$ cat src/hw/sacc_consts.vh
`ifndef SACC_CONSTS_VH
`define SACC_CONSTS_VH
// ******************************
// register offsets
// ******************************
`define SACC_ADDR_CONTROL 8'h1F
`define SACC_ADDR_CONFIG 8'h9F
`define SACC_ADDR_RESULT 8'h1E
`define SACC_ADDR_FLAG 8'h0C
`define SACC_ADDR_IRQEN 8'h8C
`define SACC_ADDR_GLOBAL 8'h0B
// ******************************
// field positions
// ******************************
`define SACC_CTL_ENABLE 0
`define SACC_CTL_CHHI 1
`define SACC_CTL_START 2
`define SACC_CTL_CHLO 3
`define SACC_CTL_CLKLO 6
`define SACC_CTL_CLKHI 7
`define SACC_CFG_REFLO 4
`define SACC_CFG_REFHI 5
`define SACC_FLAG_BIT 6
`define SACC_IRQEN_BIT 6
`define SACC_GIE_BIT 7
`define SACC_PERIPHERAL_IRQ_ENABLE_BIT 6
// ******************************
// encodings and timing
// ******************************
`define SACC_REF_SUPPLY 2'h0
`define SACC_REF_EXTPIN 2'h1
`define SACC_REF_INTERNAL 2'h2
`define SACC_REF_DAC 2'h3
`define SACC_CLK_DIV2 2'h0
`define SACC_CLK_DIV8 2'h1
`define SACC_CLK_DIV32 2'h2
`define SACC_CLK_RC 2'h3
`define SACC_DIV2 6'h02
`define SACC_DIV8 6'h08
`define SACC_DIV32 6'h20
`define SACC_HALF_TICKS 5'h13
`define SACC_ABORT_TICKS 5'h04
`define SACC_DISC_TICKS 5'h02
`define SACC_RESET_CTL 8'h00
`define SACC_RESET_CFG 8'h00
`endif

$ cat src/hw/sacc_conv_ctrl.v
// The register addresses and the plain strobed port were decided locally.
`timescale 1ns/100ps
`include "sacc_consts.vh"
// ******************************
// converter sequencer and registers
// ******************************
module sacc_conv_ctrl
(
  // clock and reset
  input wire clk_sys,
  input wire rst_n,
  // register port
  input wire [7:0] regAddr,
  input wire [7:0] regWdata,
  input wire regWrite,
  input wire regRead,
  output reg [7:0] regRdata,
  // analog front end
  input wire rcClock,
  input wire compareIn,
  output reg [1:0] referenceSelect,
  output reg [3:0] channelSelect,
  output reg holdConnect,
  output reg [7:0] trialCode,
  output reg converterOn,
  // status
  output reg convBusy,
  output reg irqRequest
);
  // states, one-hot
  localparam ST_IDLE = 4'h1;
  localparam ST_CONV = 4'h2;
  localparam ST_DISC = 4'h4;
  localparam ST_ABORT = 4'h8;

  reg [7:0] control_reg;
  reg [7:0] config_reg;
  reg [7:0] result_reg;
  reg flag_reg;
  reg irqEnable_reg;
  reg globalEn_reg;
  reg periphEn_reg;
  reg [3:0] state_reg;
  reg [4:0] halfCnt_reg;
  reg [7:0] sar_reg;
  reg [2:0] bitIdx_reg;
  reg compSync1_reg;
  reg compSync2_reg;
  wire halfTick;
  wire ctlWrite;
  wire startReq;
  wire abortReq;
  wire finishConv;
  wire decideBit;

  // ******************************
  // conversion tick
  // ******************************
  sacc_tick_gen u_tick
  (
    .clk_sys(clk_sys),
    .rst_n(rst_n),
    .clockSelect(control_reg[`SACC_CTL_CLKHI:`SACC_CTL_CLKLO]),
    .rcClock(rcClock),
    .halfTick(halfTick)
  );

  // write decode and end of conversion
  assign ctlWrite = regWrite && (regAddr == `SACC_ADDR_CONTROL);
  assign startReq = ctlWrite && regWdata[`SACC_CTL_START] &&
    regWdata[`SACC_CTL_ENABLE] && control_reg[`SACC_CTL_ENABLE] &&
    (state_reg == ST_IDLE);
  assign abortReq = (state_reg == ST_CONV) && ctlWrite &&
    !(regWdata[`SACC_CTL_START] && regWdata[`SACC_CTL_ENABLE]);
  assign finishConv = (state_reg == ST_CONV) && halfTick &&
    (halfCnt_reg + 5'h01 == `SACC_HALF_TICKS);
  // bits decided on full ticks 2..9 after start
  assign decideBit = (state_reg == ST_CONV) && halfTick &&
    halfCnt_reg[0] && (halfCnt_reg >= 5'h03) &&
    (halfCnt_reg <= 5'h11);

  // comparator synchroniser
  always @(posedge clk_sys)
  begin
    if (!rst_n)
    begin
      compSync1_reg <= 1'b0;
      compSync2_reg <= 1'b0;
    end
    else
    begin
      compSync1_reg <= compareIn;
      compSync2_reg <= compSync1_reg;
    end
  end

  // ******************************
  // registers and sequencer
  // ******************************
  always @(posedge clk_sys)
  begin
    if (!rst_n)
    begin
      control_reg <= `SACC_RESET_CTL;
      config_reg <= `SACC_RESET_CFG;
      result_reg <= 8'h00;
      flag_reg <= 1'b0;
      irqEnable_reg <= 1'b0;
      globalEn_reg <= 1'b0;
      periphEn_reg <= 1'b0;
      state_reg <= ST_IDLE;
      halfCnt_reg <= 5'h00;
      sar_reg <= 8'h00;
      bitIdx_reg <= 3'h7;
    end
    else
    begin
      // plain register writes
      if (regWrite && regAddr == `SACC_ADDR_CONFIG)
        config_reg <= regWdata & 8'h30;
      if (regWrite && regAddr == `SACC_ADDR_IRQEN)
        irqEnable_reg <= regWdata[`SACC_IRQEN_BIT];
      if (regWrite && regAddr == `SACC_ADDR_GLOBAL)
      begin
        globalEn_reg <= regWdata[`SACC_GIE_BIT];
        periphEn_reg <= regWdata[`SACC_PERIPHERAL_IRQ_ENABLE_BIT];
      end
      if (regWrite && regAddr == `SACC_ADDR_RESULT && !finishConv)
        result_reg <= regWdata;
      if (finishConv)
        flag_reg <= 1'b1;
      else if (regWrite && regAddr == `SACC_ADDR_FLAG)
        flag_reg <= regWdata[`SACC_FLAG_BIT];
      // control write; start bit cleared when refused, held set by hardware while converting
      if (ctlWrite)
      begin
        control_reg <= regWdata;
        if (!startReq && !(state_reg == ST_CONV && !abortReq))
          control_reg[`SACC_CTL_START] <= 1'b0;
        if (state_reg == ST_CONV && !abortReq)
          control_reg[`SACC_CTL_START] <= 1'b1;
      end
      if (finishConv)
        control_reg[`SACC_CTL_START] <= 1'b0;
      // sequencer
      case (state_reg)
        ST_IDLE:
        begin
          halfCnt_reg <= 5'h00;
          if (startReq)
          begin
            state_reg <= ST_CONV;
            sar_reg <= 8'h80;
            bitIdx_reg <= 3'h7;
          end
        end
        ST_CONV:
        begin
          if (abortReq)
          begin
            state_reg <= ST_ABORT;
            halfCnt_reg <= 5'h00;
          end
          else if (finishConv)
          begin
            result_reg <= sar_reg;
            state_reg <= ST_DISC;
            halfCnt_reg <= 5'h00;
          end
          else if (halfTick)
            halfCnt_reg <= halfCnt_reg + 5'h01;
          if (decideBit && !abortReq)
          begin
            if (!compSync2_reg)
              sar_reg[bitIdx_reg] <= 1'b0;
            if (bitIdx_reg != 3'h0)
            begin
              sar_reg[bitIdx_reg - 3'h1] <= 1'b1;
              bitIdx_reg <= bitIdx_reg - 3'h1;
            end
          end
        end
        ST_DISC:
        begin
          if (halfTick && halfCnt_reg + 5'h01 == `SACC_DISC_TICKS)
            state_reg <= ST_IDLE;
          else if (halfTick)
            halfCnt_reg <= halfCnt_reg + 5'h01;
        end
        ST_ABORT:
        begin
          if (halfTick && halfCnt_reg + 5'h01 == `SACC_ABORT_TICKS)
            state_reg <= ST_IDLE;
          else if (halfTick)
            halfCnt_reg <= halfCnt_reg + 5'h01;
        end
        default:
          state_reg <= ST_IDLE;
      endcase
    end
  end

  // ******************************
  // outputs
  // ******************************
  always @(posedge clk_sys)
  begin
    if (!rst_n)
    begin
      regRdata <= 8'h00;
      referenceSelect <= `SACC_REF_SUPPLY;
      channelSelect <= 4'h0;
      holdConnect <= 1'b0;
      trialCode <= 8'h00;
      converterOn <= 1'b0;
      convBusy <= 1'b0;
      irqRequest <= 1'b0;
    end
    else
    begin
      // reference code passed to the mux
      referenceSelect <= config_reg[`SACC_CFG_REFHI:`SACC_CFG_REFLO];
      channelSelect <= {control_reg[`SACC_CTL_CHHI],
        control_reg[`SACC_CTL_CHLO+2:`SACC_CTL_CHLO]};
      // hold tracks input while enabled and idle, never discharged
      holdConnect <= control_reg[`SACC_CTL_ENABLE] &&
        (state_reg == ST_IDLE) && !startReq;
      trialCode <= sar_reg;
      converterOn <= control_reg[`SACC_CTL_ENABLE];
      convBusy <= (state_reg == ST_CONV) && !finishConv && !abortReq;
      irqRequest <= (flag_reg || finishConv) && irqEnable_reg &&
        periphEn_reg && globalEn_reg;
      regRdata <= 8'h00;
      if (regRead)
      begin
        case (regAddr)
          `SACC_ADDR_CONTROL: regRdata <= control_reg;
          `SACC_ADDR_CONFIG: regRdata <= config_reg;
          `SACC_ADDR_RESULT: regRdata <= result_reg;
          `SACC_ADDR_FLAG: regRdata <= {1'b0, flag_reg, 6'h00};
          `SACC_ADDR_IRQEN: regRdata <= {1'b0, irqEnable_reg, 6'h00};
          `SACC_ADDR_GLOBAL: regRdata <= {globalEn_reg, periphEn_reg, 6'h00};
          default: regRdata <= 8'h00;
        endcase
      end
    end
  end
endmodule // sacc_conv_ctrl

$ cat src/hw/sacc_tick_gen.v
`timescale 1ns/100ps
`include "sacc_consts.vh"
// ******************************
// conversion half-tick generator
// ******************************
module sacc_tick_gen
(
  // clock and reset
  input wire clk_sys,
  input wire rst_n,
  // selection
  input wire [1:0] clockSelect,
  input wire rcClock,
  // one-cycle pulse at each half period
  output reg halfTick
);
  reg [5:0] divCnt_reg;
  reg [5:0] divLimit;
  reg rcSync1_reg;
  reg rcSync2_reg;
  reg rcSync3_reg;

  // live select, switch takes effect next tick
  always @*
  begin
    case (clockSelect)
      `SACC_CLK_DIV2: divLimit = `SACC_DIV2 >> 1;
      `SACC_CLK_DIV8: divLimit = `SACC_DIV8 >> 1;
      default: divLimit = `SACC_DIV32 >> 1;
    endcase
  end

  always @(posedge clk_sys)
  begin
    if (!rst_n)
    begin
      divCnt_reg <= 6'h00;
      rcSync1_reg <= 1'b0;
      rcSync2_reg <= 1'b0;
      rcSync3_reg <= 1'b0;
      halfTick <= 1'b0;
    end
    else
    begin
      rcSync1_reg <= rcClock;
      rcSync2_reg <= rcSync1_reg;
      rcSync3_reg <= rcSync2_reg;
      if (clockSelect == `SACC_CLK_RC)
      begin
        divCnt_reg <= 6'h00;
        halfTick <= rcSync2_reg ^ rcSync3_reg; // each rc edge
      end
      else if (divCnt_reg + 6'h01 >= divLimit)
      begin
        divCnt_reg <= 6'h00;
        halfTick <= 1'b1;
      end
      else
      begin
        divCnt_reg <= divCnt_reg + 6'h01;
        halfTick <= 1'b0;
      end
    end
  end
endmodule // sacc_tick_gen

$ cat config.mk
export PLATFORM = sky130hd
export DESIGN_NAME = sacc_conv_ctrl
export DESIGN_NICKNAME = d
export VERILOG_FILES = /design/src/hw/sacc_conv_ctrl.v /design/src/hw/sacc_tick_gen.v
export VERILOG_INCLUDE_DIRS = /design/src /design/src/hw
export SDC_FILE = /design/constraint.sdc
export NUM_CORES = 1
export LEC_CHECK = 0
export ABC_CLOCK_PERIOD_IN_PS = 2600
export BUFFER_PORTS_ARGS = -buffer_cell sky130_fd_sc_hd__buf_2
export CAP_MARGIN = 20
export CORE_ASPECT_RATIO = 1.2
export CORE_UTILIZATION = 25
export DETAILED_ROUTE_END_ITERATION = 10
export GPL_TIMING_DRIVEN = 0
export PLACE_DENSITY = 0.53
export SYNTH_ARGS = -nofsm -noshare
export SYNTH_HDL_FRONTEND = slang
export SYNTH_HIERARCHICAL = 1
export SYNTH_SLANG_ARGS = --single-unit
$ cat constraint.sdc
create_clock -name clk_sys -period 2.6 [get_ports clk_sys]
set_input_delay 0.52 -clock clk_sys [delete_from_list [all_inputs] [get_ports clk_sys]]
set_output_delay 0.52 -clock clk_sys [all_outputs]
set_load 0.1 [all_outputs]
Word level (Yosys, flattened, before mapping)
Index checks and enable logic that the tools add are counted.
{"block": "classes", "n_lt_le_gt_ge": 7, "n_addsub": 3, "eq_ne": 23, "n_reduce_logical": 51, "n_bitwise": 5, "n_mux": 40}
{"cell": "$mux 8", "n": 11}
{"cell": "$pmux 8 s6", "n": 1}
{"cell": "$logic_and 1x1->1", "n": 33}
{"cell": "$mux 5", "n": 5}
{"cell": "$mux 4", "n": 5}
{"cell": "$pmux 5 s4", "n": 1}
{"cell": "$eq 8x4->1 const B", "n": 2}
{"cell": "$eq 8x5->1 const B", "n": 2}
{"cell": "$eq 8x8->1 const B", "n": 2}
{"cell": "$pmux 4 s4", "n": 1}
{"cell": "$pmux 8 s2", "n": 1}
{"cell": "$ne 2x2->1 const B", "n": 5}
{"cell": "$pmux 5 s2", "n": 1}
{"cell": "$mux 3", "n": 3}
{"cell": "$and 8x8->8", "n": 1}
{"cell": "$lt 3x4->1 const B", "n": 2}
{"cell": "$mux 1", "n": 8}
{"cell": "$not 8->8", "n": 1}
{"cell": "$or 8x8->8", "n": 1}
{"cell": "$reduce_and 4->1", "n": 2}
{"cell": "$add 6x1->6 const B", "n": 1}
{"cell": "$demux 1 s3", "n": 2}
{"cell": "$ge 3x1->1 const B", "n": 2}
{"cell": "$ge 6x5->1", "n": 1}
{"cell": "28 further kinds", "n": 35}
{"block": "word_totals", "inputBits": 22, "output_inout_bits": 26, "elab_cells": 156, "reg_bits": 80}

Longest topological paths before layout
Gate-level depths: netlist of the first run.
{"block": "depth", "word_depth": 14, "ltp_mapped": 10, "ltp_nobuf": 8}

Cells and area by module
The synthesis of the first run kept the hierarchy.
{"mod": "sacc_conv_ctrl", "cells_each": 376, "instances": 1, "area_per_inst_um2": 3198.1}
{"mod": "sacc_tick_gen", "cells_each": 48, "instances": 1, "area_per_inst_um2": 466.7}

Worst setup path after synthesis of the first run
Ideal clock, no wire load.
{"block": "synth_timing", "kind": "reg-to-reg", "start": "register state_reg[3]", "end": "register result_reg[2]", "setup_ns": 0.119, "n_path_buf": 4, "required_time_ns": 2.481, "stages_incl_launch_ff": 11, "slack_ns": -0.001, "arrival_time_ns": 2.482, "period_less_slack_ns": 2.601, "path_cell_list": "dfxtp_1 buf_6 or4b_1 buf_2 or4b_4 a2bb2oi_2 or3_1 buf_2 buf_6 o21ai_2 a21oi_1"}
{"block": "synth_via", "elab_chain_len": 9, "word_cells_on_any_way": 11}
{"element": "start, declared", "line_no": "sacc_conv_ctrl.v:43", "source": "reg [3:0] state_reg;"}
{"element": "start signal, assigned", "line_no": "sacc_conv_ctrl.v:111", "source": "state_reg <= ST_IDLE;"}
{"element": "start signal, assigned", "line_no": "sacc_conv_ctrl.v:152", "source": "state_reg <= ST_CONV;"}
{"element": "start signal, assigned", "line_no": "sacc_conv_ctrl.v:161", "source": "state_reg <= ST_ABORT;"}
{"element": "$eq 4x2->1 *", "line_no": "sacc_conv_ctrl.v:73, sacc_conv_ctrl.v:75, sacc_conv_ctrl.v:146"}
{"element": "$logic_and 1x1->1 (2 in series)", "line_no": "sacc_conv_ctrl.v:75", "source": "assign finishConv = (state_reg == ST_CONV) && halfTick &&"}
{"element": "$logic_not 1->1", "line_no": "sacc_conv_ctrl.v:128", "source": "if (regWrite && regAddr == `SACC_ADDR_RESULT && !finishConv)"}
{"element": "$logic_and 1x1->1", "line_no": "sacc_conv_ctrl.v:128"}
{"element": "$mux 8", "line_no": "sacc_conv_ctrl.v:128"}
{"element": "$mux 8", "line_no": "sacc_conv_ctrl.v:164", "source": "else if (finishConv)"}
{"element": "$mux 8", "line_no": "sacc_conv_ctrl.v:159", "source": "if (abortReq)"}
{"element": "$mux 8 *", "line_no": "sacc_conv_ctrl.v:146", "source": "case (state_reg)"}
{"element": "end signal, assigned", "line_no": "sacc_conv_ctrl.v:129", "source": "result_reg <= regWdata;"}
{"element": "end signal, assigned", "line_no": "sacc_conv_ctrl.v:166", "source": "result_reg <= sar_reg;"}
{"element": "end, declared", "line_no": "sacc_conv_ctrl.v:38", "source": "reg [7:0] result_reg;"}
Mark *: on every way between the ends. The rest lies on a longest branch, timed or not.
A chain may end at the register's enable or synchronous reset.

Worst setup path after layout of the first run
Same ends and word-level chain as after synthesis.

==> load_flow_metrics.sql, run 1 <==
INSERT INTO impl_metrics (metric_group, metric, value, unit) VALUES
('sta', 'finalHoldWorstSlack', '0.390', 'ns'),
('synthesis', 'synth.yosys.warnings', '6', ''),
('clock_tree', 'cts.htree.levels', '3', ''),
('floorplanning', 'die_height', '135', 'um'),
('detailed_routing', 'viasPerCell', '5.03', ''),
('floorplanning', 'die_width', '113', 'um'),
('detailed_routing', 'drt_iter0_markers', '258', ''),
('floorplanning', 'placementRows', '48', ''),
('final_layout', 'final_cell_area', '4490', 'sq um'),
('clock_tree', 'ctsRootBufferMaster', 'sky130_fd_sc_hd__clkbuf_16', ''),
('synthesis', 'netlist.top_cell.by_area', 'sky130_fd_sc_hd__dfxtp_1', ''),
('final_layout', 'fillerInstances', '1487', ''),
('hold_path', 'hold_path.class', 'primary input to register', ''),
('sta', 'report.final.hold_viol_count', '0', ''),
('detailed_routing', 'met1Wirelength', '4310', 'um'),
('sta', 'relative_slew_margins', '45.8', '%'),
('synthesis', 'synthesis.instances', '424', ''),
('setup_path', 'end_kind', 'register', ''),
('final_layout', 'drive_above_1_share', '19.1', '%'),
('final_layout', 'most-common-layout-cells', '77 x sky130_fd_sc_hd__dfxtp_1, 48 x sky130_fd_sc_hd__buf_2, 42 x sky130_fd_sc_hd__a21oi_1, 34 x sky130_fd_sc_hd__nand2_1, 30 x sky130_fd_sc_hd__nor2_1', ''),
('clock_tree', 'cts.sink_count', '80', ''),
('detailed_routing', 'num_vias', '3328', ''),
('synthesis', 'postSynthAreaPerCell', '8.64', 'sq um'),
('clock_tree', 'cts.hold.buffers_added', '0', ''),
('sta', 'finalClockSkew', '0.00657', 'ns'),
('floorplanning', 'core', '14400', 'sq um'),
('synthesis', 'mappedNetlistArea', '3660', 'sq um'),
('setup_path', 'worst-setup-path-type', 'register to register', ''),
('synthesis', 'synth_seq_cells', '80', ''),
('sta', 'setup_slack', '0.110', 'ns'),
('pwr', 'total_design_power', '2.57', 'mW'),
('final_layout', 'nets', '514', ''),
('setup_path', 'timing.critical_path.arrival', '2.72', 'ns'),
('sta', 'post-route-period-util', '95.8', '%'),
('synthesis', 'synth_fp_nets', '456', ''),
('pwr', 'leakagePower', '1.72', 'nW'),
('pwr', 'ir_worst_vdd', '0.315', 'mV'),
('synthesis', 'synth_top_cells_by_area', 'sky130_fd_sc_hd__dfxtp_1 44%, sky130_fd_sc_hd__a21oi_1 5.7%, sky130_fd_sc_hd__o21ai_0 4.4%, sky130_fd_sc_hd__and2_1 4.3%, sky130_fd_sc_hd__nand2_1 3.5%', ''),
('sta', 'timing.final.crit_period', '2.49', 'ns'),
('detailed_routing', 'drt_first_pass_iters', '5', ''),
('clock_tree', 'tritoncts', 'done', ''),
('placed_design', 'detailed_place.area', '4120', 'sq um'),
('sta', 'slew_viol_final', '0', ''),
('placed_design', 'routabilityCongestion', '0.799', ''),
('detailed_routing', 'post-route-drc-count', '0', ''),
('final_layout', 'diodes', '0', ''),
('sta', 'max_freq', '0.402', 'GHz'),
('clock_tree', 'clockBufferDepth', '2', ''),
('clock_tree', 'clk_pin_slew', '0.06', 'ns'),
('detailed_routing', 'met2_wirelength', '4630', 'um'),
('floorplanning', 'dieArea', '15100', 'sq um'),
('final_layout', 'area.growth.synth_to_final', '22.5', '%'),
('synthesis', 'postSynth.topFlopCell', 'sky130_fd_sc_hd__dfxtp_1', ''),
('grt', 'grt_start_max_net_pins', '15', ''),
('grt', 'global_route.usage.total', '12.8', '%'),
('clock_tree', 'worstSkewPairLatency', '0.34', 'ns'),
('placed_design', 'dpl_worst_slack', '-0.164', 'ns'),
('clock_tree', 'cts_made_buffers', '9', ''),
('detailed_routing', 'wire_per_inst', '14.3', 'um'),
('sta', 'worst-slew-pin-transition', '0.812', 'ns'),
('synthesis', 'number_of_synthesized_flops_with_an_enable_pin', '0', ''),
('pwr', 'cellPowerDensity', '572', 'nW/um^2'),
('sta', 'grt_setup_unrepaired', 'false', ''),
('floorplanning', 'initial_utilization', '25.5', '%'),
('placed_design', 'port_buffers', '46', ''),
('floorplanning', 'ios', '48', ''),
('setup_path', 'startpoint_type', 'register', ''),
('final_layout', 'multi_input_gate_area', '1940', 'sq um'),
('detailed_routing', 'met3_wirelength', '353', 'um'),
('synthesis', 'synth.top_cell.area_share', '43.7', '%'),
('outcome', 'status', 'finished, final reports clean', '');
stage by stage:
stage	setup TNS, ns	cells	utilization [%]
floorplan	-0.000745	424	-
global placement	-3.41	645	28.7
detailed placement	-1.13	647	28.7
CTS	-0.153	663	31.3
global route	0	662	31.3
finish	0	662	31.3
worst max-delay path, stage by stage (launching register included):
cell                        delay (ns)
sky130_fd_sc_hd__dfxtp_2          0.31
sky130_fd_sc_hd__buf_6            0.12
sky130_fd_sc_hd__or4b_4           0.52
sky130_fd_sc_hd__or4b_4           0.51
sky130_fd_sc_hd__a2bb2oi_4        0.19
sky130_fd_sc_hd__or3_4            0.45
sky130_fd_sc_hd__buf_8            0.15
sky130_fd_sc_hd__o21ai_2          0.09
sky130_fd_sc_hd__a21oi_1          0.04
final timing paths:
path                                         start                 end  slack, ns  depth (start not counted)
worst max-delay path                  state_reg[3]       result_reg[2]       0.11                          8
worst min-delay path                     compareIn       compSync1_reg       0.39                          2
worst max register to register        state_reg[3]       result_reg[2]       0.11                          8
worst min register to register  u_tick/rcSync1_reg  u_tick/rcSync2_reg       0.44                          1
report_power, final:
part / switching [mW] / internal, mW / leakage [nW]
Combinational: 0.0493 / 0.0249 / 0.930
Sequential: 0.00261 / 1.23 / 0.646
Clock: 0.511 / 0.747 / 0.139
cells in the mapped netlist, types with 10 or more instances:
cell,n
sky130_fd_sc_hd__nor2_1,30
sky130_fd_sc_hd__a21oi_1,42
sky130_fd_sc_hd__and2_1,25
sky130_fd_sc_hd__nor3_1,10
sky130_fd_sc_hd__ha_1,10
sky130_fd_sc_hd__inv_1,12
sky130_fd_sc_hd__nand3_1,17
sky130_fd_sc_hd__mux2i_1,11
sky130_fd_sc_hd__o21ai_0,32
sky130_fd_sc_hd__nand2_1,34
sky130_fd_sc_hd__dfxtp_1,80
sky130_fd_sc_hd__clkbuf_1,16
layout make-up:
| type | count | area share (%) |
|---|---|---|
| Inverter | 13 | 1.09 |
| Clock inverter | 6 | 1.51 |
| Multi-Input combinational cell | 308 | 43.2 |
| Buffer | 19 | 2.12 |
| Sequential cell | 80 | 35.8 |
| Clock buffer | 10 | 5.10 |
| Tap cell | 175 | 4.88 |
| Timing Repair Buffer | 51 | 6.30 |
kinds of logic (layout without fill, tap and decap cells):
kind of cell    after synthesis  after routing  synth area share [%]
flops                        80             80                  43.7
simple gates                159            160                  23.1
xor+xnor                      7              7                  1.67
compound gates              119            119                  20.6
other cells                   1              1                 0.102
buf+inv                      37             99                  4.37
mux                          11             11                  3.00
fa+ha+maj                    10             10                  3.41
what timing repair did:
item | in CTS | in global routing
setup buffers | 2 | 0
gates cloned | 2 | 0
endpoints found under the setup margin | 13 | 18
pin swaps | 2 | 2
gates resized for setup | 11 | 7
per-layer routing:
metal | global-route usage, % | vias to the layer above
met2 | 22.2 | 86
met5 | 0 | -
met4 | 5.63 | 0
met1 | 15.2 | 1585
met3 | 2.83 | 13
li1 | - | 1644
Power figures use the tool's default switching activity.
==> run 2, diff against run 1 <==
Settings changed: PLACE_DENSITY 0.53 to 0.41.
==> run 2 against run 1 <==
  * Setup slack lost 0.012 ns
  * Clock power grew 3%
  * Highest routed layer unchanged
  * Via count shrank 3.5%
  * Maximum frequency shrank 0.48%
  * Register-to-register slack is essentially flat
  * Wire length grew 4.7%
  * Critical path type unchanged
  * Critical path depth is the same
  * Clock-buffer cell count shrank 1
  * Power grew 1.5%
==> load_flow_metrics.sql, run 2 (synthesized netlist as in run 1, its figures left out) <==
INSERT INTO impl_metrics (metric_group, metric, value, unit) VALUES
('detailed_routing', 'wl', '9910', 'um'),
('clock_tree', 'cts.hold.buffers_added', '0', ''),
('setup_path', 'crit-reg2reg-launch', 'state_reg[0]', ''),
('grt', 'grt_first_pass_wirelength', '16100', 'um'),
('setup_path', 'timing.critical_path.arrival', '2.74', 'ns'),
('placed_design', 'detailed_place.area', '4130', 'sq um'),
('sta', 'grt_setup_unrepaired', 'false', ''),
('outcome', 'status', 'finished, final reports clean', ''),
('sta', 'max_freq', '0.400', 'GHz'),
('setup_path', 'worstSetupStartpoint', 'state_reg[0]', ''),
('hold_path', 'hold_path.class', 'primary input to register', ''),
('clock_tree', 'cts.sink_count', '80', ''),
('pwr', 'ir_worst_vdd', '0.223', 'mV'),
('setup_path', 'crit_slowest_cell', 'sky130_fd_sc_hd__or4b_4', ''),
('sta', 'finalClockSkew', '0.00864', 'ns'),
('sta', 'timing.final.crit_period', '2.50', 'ns'),
('floorplanning', 'die_height', '135', 'um'),
('grt', 'grt_start_max_net_pins', '16', ''),
('placed_design', 'port_buffers', '46', ''),
('floorplanning', 'dieArea', '15100', 'sq um'),
('clock_tree', 'clk_pin_slew', '0.06', 'ns'),
('pwr', 'cellPowerDensity', '573', 'nW/um^2'),
('placed_design', 'place.detailed.hpwl', '7210', 'um'),
('sta', 'finalHoldWorstSlack', '0.374', 'ns'),
('setup_path', 'worst_case_reg_to_reg_path_depth', '8', ''),
('floorplanning', 'placementRows', '48', ''),
('detailed_routing', 'post-route-drc-count', '0', ''),
('clock_tree', 'ctsRootBufferMaster', 'sky130_fd_sc_hd__clkbuf_16', ''),
('detailed_routing', 'ant_nets', '0', ''),
('pwr', 'leakagePower', '1.74', 'nW'),
('grt', 'antenna_found_initial', '0', ''),
('flow_run', 'maxCapViolations', '0', ''),
('final_layout', 'diodes', '0', ''),
('final_layout', 'most-common-layout-cells', '75 x sky130_fd_sc_hd__dfxtp_1, 48 x sky130_fd_sc_hd__buf_2, 38 x sky130_fd_sc_hd__a21oi_1, 34 x sky130_fd_sc_hd__nand2_1, 30 x sky130_fd_sc_hd__nor2_1', ''),
('final_layout', 'final_cell_area', '4550', 'sq um'),
('setup_path', 'end_kind', 'register', ''),
('pwr', 'total_design_power', '2.60', 'mW'),
('clock_tree', 'worstSkewPairLatency', '0.35', 'ns'),
('setup_path', 'worst-setup-path-type', 'register to register', ''),
('floorplanning', 'initial_utilization', '25.5', '%'),
('detailed_routing', 'drt_iter0_markers', '180', ''),
('grt', 'global_route.usage.total', '13.9', '%'),
('clock_tree', 'cts.htree.levels', '3', ''),
('setup_path', 'critical_path.max_stage_delay', '0.55', 'ns'),
('placed_design', 'routabilityCongestion', '0.774', ''),
('floorplanning', 'ios', '48', ''),
('placed_design', 'numPlacedInstances', '647', ''),
('final_layout', 'mostFrequentLayoutCell', 'sky130_fd_sc_hd__dfxtp_1', ''),
('floorplanning', 'core', '14400', 'sq um'),
('grt', 'grt_remaining_overflow', '0', ''),
('sta', 'report.final.hold_viol_count', '0', ''),
('setup_path', 'critPathRequiredTime', '2.84', 'ns'),
('sta', 'post-route-period-util', '96.2', '%'),
('setup_path', 'startpoint_type', 'register', ''),
('clock_tree', 'clockBufferDepth', '2', ''),
('detailed_routing', 'viasPerCell', '4.82', ''),
('sta', 'slew_viol_final', '0', ''),
('detailed_routing', 'wire_per_inst', '14.9', 'um'),
('sta', 'setup-violations-final', '0', ''),
('setup_path', 'cp_cell_sequence', 'or4b_4 -> or4b_4 -> a2bb2oi_4 -> or3_4 -> buf_6 -> buf_8 -> o21ai_2 -> a21oi_2', ''),
('final_layout', 'layoutNonFillerInstCount', '666', ''),
('clock_tree', 'tritoncts', 'done', ''),
('final_layout', 'nets', '518', ''),
('final_layout', 'area.growth.synth_to_final', '24.1', '%'),
('grt', 'via_count_of_the_first_global_routing_pass', '3145', ''),
('clock_tree', 'cts_made_buffers', '9', ''),
('detailed_routing', 'drt_first_pass_iters', '6', ''),
('hold_path', 'timing.hold.worst.start', 'compareIn', ''),
('sta', 'worst-slew-pin-transition', '0.829', 'ns'),
('setup_path', 'crit_top_cell', 'sky130_fd_sc_hd__or4b_4', ''),
('floorplanning', 'die_width', '113', 'um'),
('setup_path', 'critical_path_peak_fanout', '5', ''),
('detailed_routing', 'num_vias', '3213', ''),
('final_layout', 'drive_above_1_share', '21.2', '%'),
('sta', 'relative_slew_margins', '44.7', '%'),
('hold_path', 'hold_depth', '2', '');
[run 2: cell count changes in the layout (fill, tap and decap cells not counted), sizes merged]
cell    previous run  this run
or3                4         3
buf               54        59
inv               13        14
clkbuf            26        25
[run 2: critical path: cells and delay by family (launching register included)]
kind | cells | cell delay, ns
buffers and inverters | 2 | 0.27
AOI/OAI and AO/OA | 3 | 0.33
and+or+nand+nor | 3 | 1.45
DFF | 1 | 0.34
[run 2: per-layer routing]
metal	global-route usage, %	vias to the layer above	routed length (um)
met5	0	-	0
met2	23.3	49	4840
met4	6.44	0	202
met3	3.14	16	295
li1	-	1648	-
met1	17.0	1500	4570
[run 2: layout make-up]
cell class / instances / area (sq um)
Fill cell: 1515 / 9810
Multi-Input combinational cell: 307 / 1940
Sequential cell: 80 / 1610
Timing Repair Buffer: 56 / 320
Clock buffer: 9 / 225
Tap cell: 175 / 219
Buffer: 19 / 98.8
Clock inverter: 7 / 78.8
Inverter: 13 / 48.8
[run 2: path summary, 6_finish.rpt]
kind | endpoint | slack, ns
worst max-delay path | result_reg[2] | 0.1
worst max register to register | result_reg[2] | 0.1
worst min-delay path | compSync1_reg | 0.37
worst min register to register | compSync2_reg | 0.43
[run 2: stage by stage]
step / setup TNS (ns) / setup WS, ns / util, %
floorplan: -0.000745 / -0.000745 / -
global placement: -4.75 / -0.532 / 28.7
global route: 0 / 0.00259 / 31.7
detailed placement: -2.82 / -0.299 / 28.7
finish: 0 / 0.0975 / 31.7
CTS: -0.0409 / -0.0409 / 31.7
[run 2: where the power goes]
group          switching, mW  internal (mW)  leakage, nW  total, mW
sequential           0.00251           1.23        0.648       1.23
clock                  0.545          0.753        0.144       1.30
combinational         0.0509         0.0250        0.950     0.0759
[run 2: timing repair]
action                                  CTS  global route
buffers inserted                          6             0
gates resized for setup                  26             2
endpoints found under the setup margin   15            15
pin swaps                                 4             2
cloned                                    2             0
==> run 3, diff against run 2 <==
Settings changed: PLACE_DENSITY 0.41 to unset.
==> run 3 against run 2 <==
  * Flip-flop and latch count unchanged
  * Setup slack better by 0.024 ns
  * Core utilization about the same
  * Non-clock buffer count up 2
  * Cell area down 0.14%
  * Largest power group is now sequential cells
==> load_flow_metrics.sql, run 3 (synthesized netlist as in run 1, its figures left out) <==
INSERT INTO impl_metrics (metric_group, metric, value, unit) VALUES
('pwr', 'power.sequential.fraction', '49.7', '%'),
('placed_design', 'routabilityCongestion', '0.869', ''),
('pwr', 'cell_internal_pwr', '1.92', 'mW'),
('sta', 'finalHoldWorstSlack', '0.384', 'ns'),
('placed_design', 'detailed_place.area', '4110', 'sq um'),
('placed_design', 'place.detailed.hpwl', '6780', 'um'),
('final_layout', 'mostFrequentLayoutCell', 'sky130_fd_sc_hd__dfxtp_1', ''),
('clock_tree', 'clockBufferDepth', '2', ''),
('placed_design', 'numPlacedInstances', '645', ''),
('setup_path', 'crit_buf_inv', '2', ''),
('sta', 'worst-slew-pin-transition', '0.754', 'ns'),
('sta', 'report.final.hold_viol_count', '0', ''),
('pwr', 'cellPowerDensity', '546', 'nW/um^2'),
('pwr', 'comb_power_share', '3.0', '%'),
('pwr', 'total_design_power', '2.48', 'mW'),
('grt', 'via_count_of_the_first_global_routing_pass', '3244', ''),
('setup_path', 'crit_slowest_cell', 'sky130_fd_sc_hd__or4b_4', ''),
('clock_tree', 'clk_pin_slew', '0.06', 'ns'),
('floorplanning', 'initial_utilization', '25.5', '%'),
('sta', 'slew_viol_final', '0', ''),
('detailed_routing', 'drt_iter0_markers', '207', ''),
('clock_tree', 'worstSkewPairLatency', '0.34', 'ns'),
('pwr', 'ir_worst_vdd', '0.335', 'mV'),
('final_layout', 'most-common-layout-cells', '74 x sky130_fd_sc_hd__dfxtp_1, 47 x sky130_fd_sc_hd__buf_2, 40 x sky130_fd_sc_hd__a21oi_1, 33 x sky130_fd_sc_hd__nand2_1, 30 x sky130_fd_sc_hd__nor2_1', ''),
('sta', 'setup-violations-final', '0', ''),
('floorplanning', 'core', '14400', 'sq um'),
('setup_path', 'critical_path.max_stage_delay', '0.55', 'ns'),
('floorplanning', 'ios', '48', ''),
('pwr', 'p_switching', '0.553', 'mW'),
('setup_path', 'worst_reg2reg_setup_slack', '0.12', 'ns'),
('floorplanning', 'placementRows', '48', ''),
('pwr', 'power.share.switching', '22.3', '%'),
('flow_run', 'maxCapViolations', '0', ''),
('clock_tree', 'cts.sink_count', '80', ''),
('setup_path', 'worst-setup-path-type', 'register to register', ''),
('setup_path', 'critPathRequiredTime', '2.83', 'ns'),
('hold_path', 'hold_path.class', 'primary input to register', ''),
('clock_tree', 'cts.htree.levels', '3', ''),
('setup_path', 'end_kind', 'register', ''),
('final_layout', 'nets', '520', ''),
('floorplanning', 'die_width', '113', 'um'),
('detailed_routing', 'post-route-drc-count', '0', ''),
('floorplanning', 'die_height', '135', 'um'),
('grt', 'global_route.usage.total', '12.9', '%'),
('setup_path', 'crit_top_cell', 'sky130_fd_sc_hd__or4b_4', ''),
('final_layout', 'diodes', '0', ''),
('detailed_routing', 'wire_per_inst', '14.0', 'um'),
('sta', 'grt_setup_unrepaired', 'false', ''),
('clock_tree', 'cts_made_buffers', '9', ''),
('setup_path', 'cp_cell_sequence', 'or4b_4 -> or4b_4 -> a2bb2oi_4 -> or3_4 -> buf_6 -> buf_8 -> o21ai_2 -> a21oi_1', ''),
('setup_path', 'startpoint_type', 'register', ''),
('final_layout', 'drive_above_1_share', '21.7', '%'),
('grt', 'antenna_found_initial', '0', ''),
('detailed_routing', 'num_vias', '3333', ''),
('setup_path', 'critical_path_peak_fanout', '5', ''),
('final_layout', 'final_cell_area', '4540', 'sq um'),
('clock_tree', 'ctsRootBufferMaster', 'sky130_fd_sc_hd__clkbuf_16', ''),
('pwr', 'leakagePower', '1.74', 'nW'),
('sta', 'relative_slew_margins', '49.7', '%'),
('sta', 'max_freq', '0.404', 'GHz'),
('pwr', 'p_clk_share', '47.3', '%'),
('sta', 'post-route-period-util', '95.3', '%'),
('placed_design', 'port_buffers', '46', ''),
('sta', 'timing.final.crit_period', '2.48', 'ns'),
('detailed_routing', 'drt_first_pass_iters', '5', ''),
('grt', 'grt_remaining_overflow', '0', ''),
('detailed_routing', 'viasPerCell', '5.00', ''),
('outcome', 'status', 'finished, final reports clean', ''),
('final_layout', 'area.growth.synth_to_final', '23.9', '%'),
('detailed_routing', 'ant_nets', '0', ''),
('floorplanning', 'dieArea', '15100', 'sq um'),
('final_layout', 'layoutNonFillerInstCount', '667', ''),
('setup_path', 'crit_family', 'simple AND/OR/NAND/NOR gates', ''),
('grt', 'grt_first_pass_wirelength', '15600', 'um'),
('detailed_routing', 'wl', '9350', 'um'),
('sta', 'finalClockSkew', '0.00688', 'ns'),
('sta', 'totalNegativeSetupSlack', '0', 'ns'),
('clock_tree', 'tritoncts', 'done', ''),
('setup_path', 'timing.critical_path.arrival', '2.71', 'ns'),
('grt', 'grt_start_max_net_pins', '14', '');
==> run 3: worst reg2reg max path: stages, from the launching register on <==
cell                        delay, ns
sky130_fd_sc_hd__dfxtp_4         0.35
sky130_fd_sc_hd__or4b_4          0.55
sky130_fd_sc_hd__or4b_4          0.51
sky130_fd_sc_hd__a2bb2oi_4       0.16
sky130_fd_sc_hd__or3_4           0.39
sky130_fd_sc_hd__buf_6           0.15
sky130_fd_sc_hd__buf_8           0.12
sky130_fd_sc_hd__o21ai_2         0.10
sky130_fd_sc_hd__a21oi_1         0.05
==> run 3: final timing paths <==
path                 start             to  cells after the start
max           state_reg[0]  result_reg[2]                      8
min              compareIn  compSync1_reg                      2
max reg2reg   state_reg[0]  result_reg[2]                      8
min reg2reg  compSync1_reg  compSync2_reg                      1
==> run 3: layer usage <==
metal  vias to the layer above  track usage (%)  wire, um
li1                       1652                -         -
met1                      1586             15.6      4220
met2                        79             22.3      4570
met3                        16             2.47       357
met4                         0             5.63       207
met5                         -                0         0
==> run 3: through the flow <==
step | util [%] | worst slack, ns
6_report | 31.6 | 0.122
5_1_grt | 31.6 | 0.0291
4_1_cts | 31.5 | 0.0104
3_5_place_dp | 28.7 | -0.392
3_3_place_gp | 28.7 | -0.387
2_1_floorplan | - | -0.000745
==> run 3: area by class of cell <==
class | instances | area, sq um
buffer | 19 | 98.8
clock inverter | 4 | 30.0
tap | 175 | 219
multi-input combinational | 307 | 1950
sequential | 80 | 1610
clock buffer | 11 | 243
timing repair buffer | 58 | 338
fill | 1477 | 9810
inverter | 13 | 48.8
==> run 3: timing repair <==
| item | CTS | global route |
|---|---|---|
| resized for setup | 21 | 12 |
| buffers inserted | 8 | 1 |
| cloned | 2 | 0 |
| hold endpoints to repair | 0 | 0 |
| endpoints found under the setup margin | 14 | 18 |
| pin swaps | 4 | 1 |
| hold buffers | 0 | 0 |
==> run 3: power groups by stage <==
stage          Sequential [mW]  Clock (mW)  Combinational (mW)
2_1_floorplan             1.26           0              0.0327
3_3_place_gp              1.26           0              0.0712
3_5_place_dp              1.26           0              0.0725
4_1_cts                   1.23        1.19              0.0735
5_1_grt                   1.23        1.25              0.0833
6_report                  1.23        1.17              0.0743
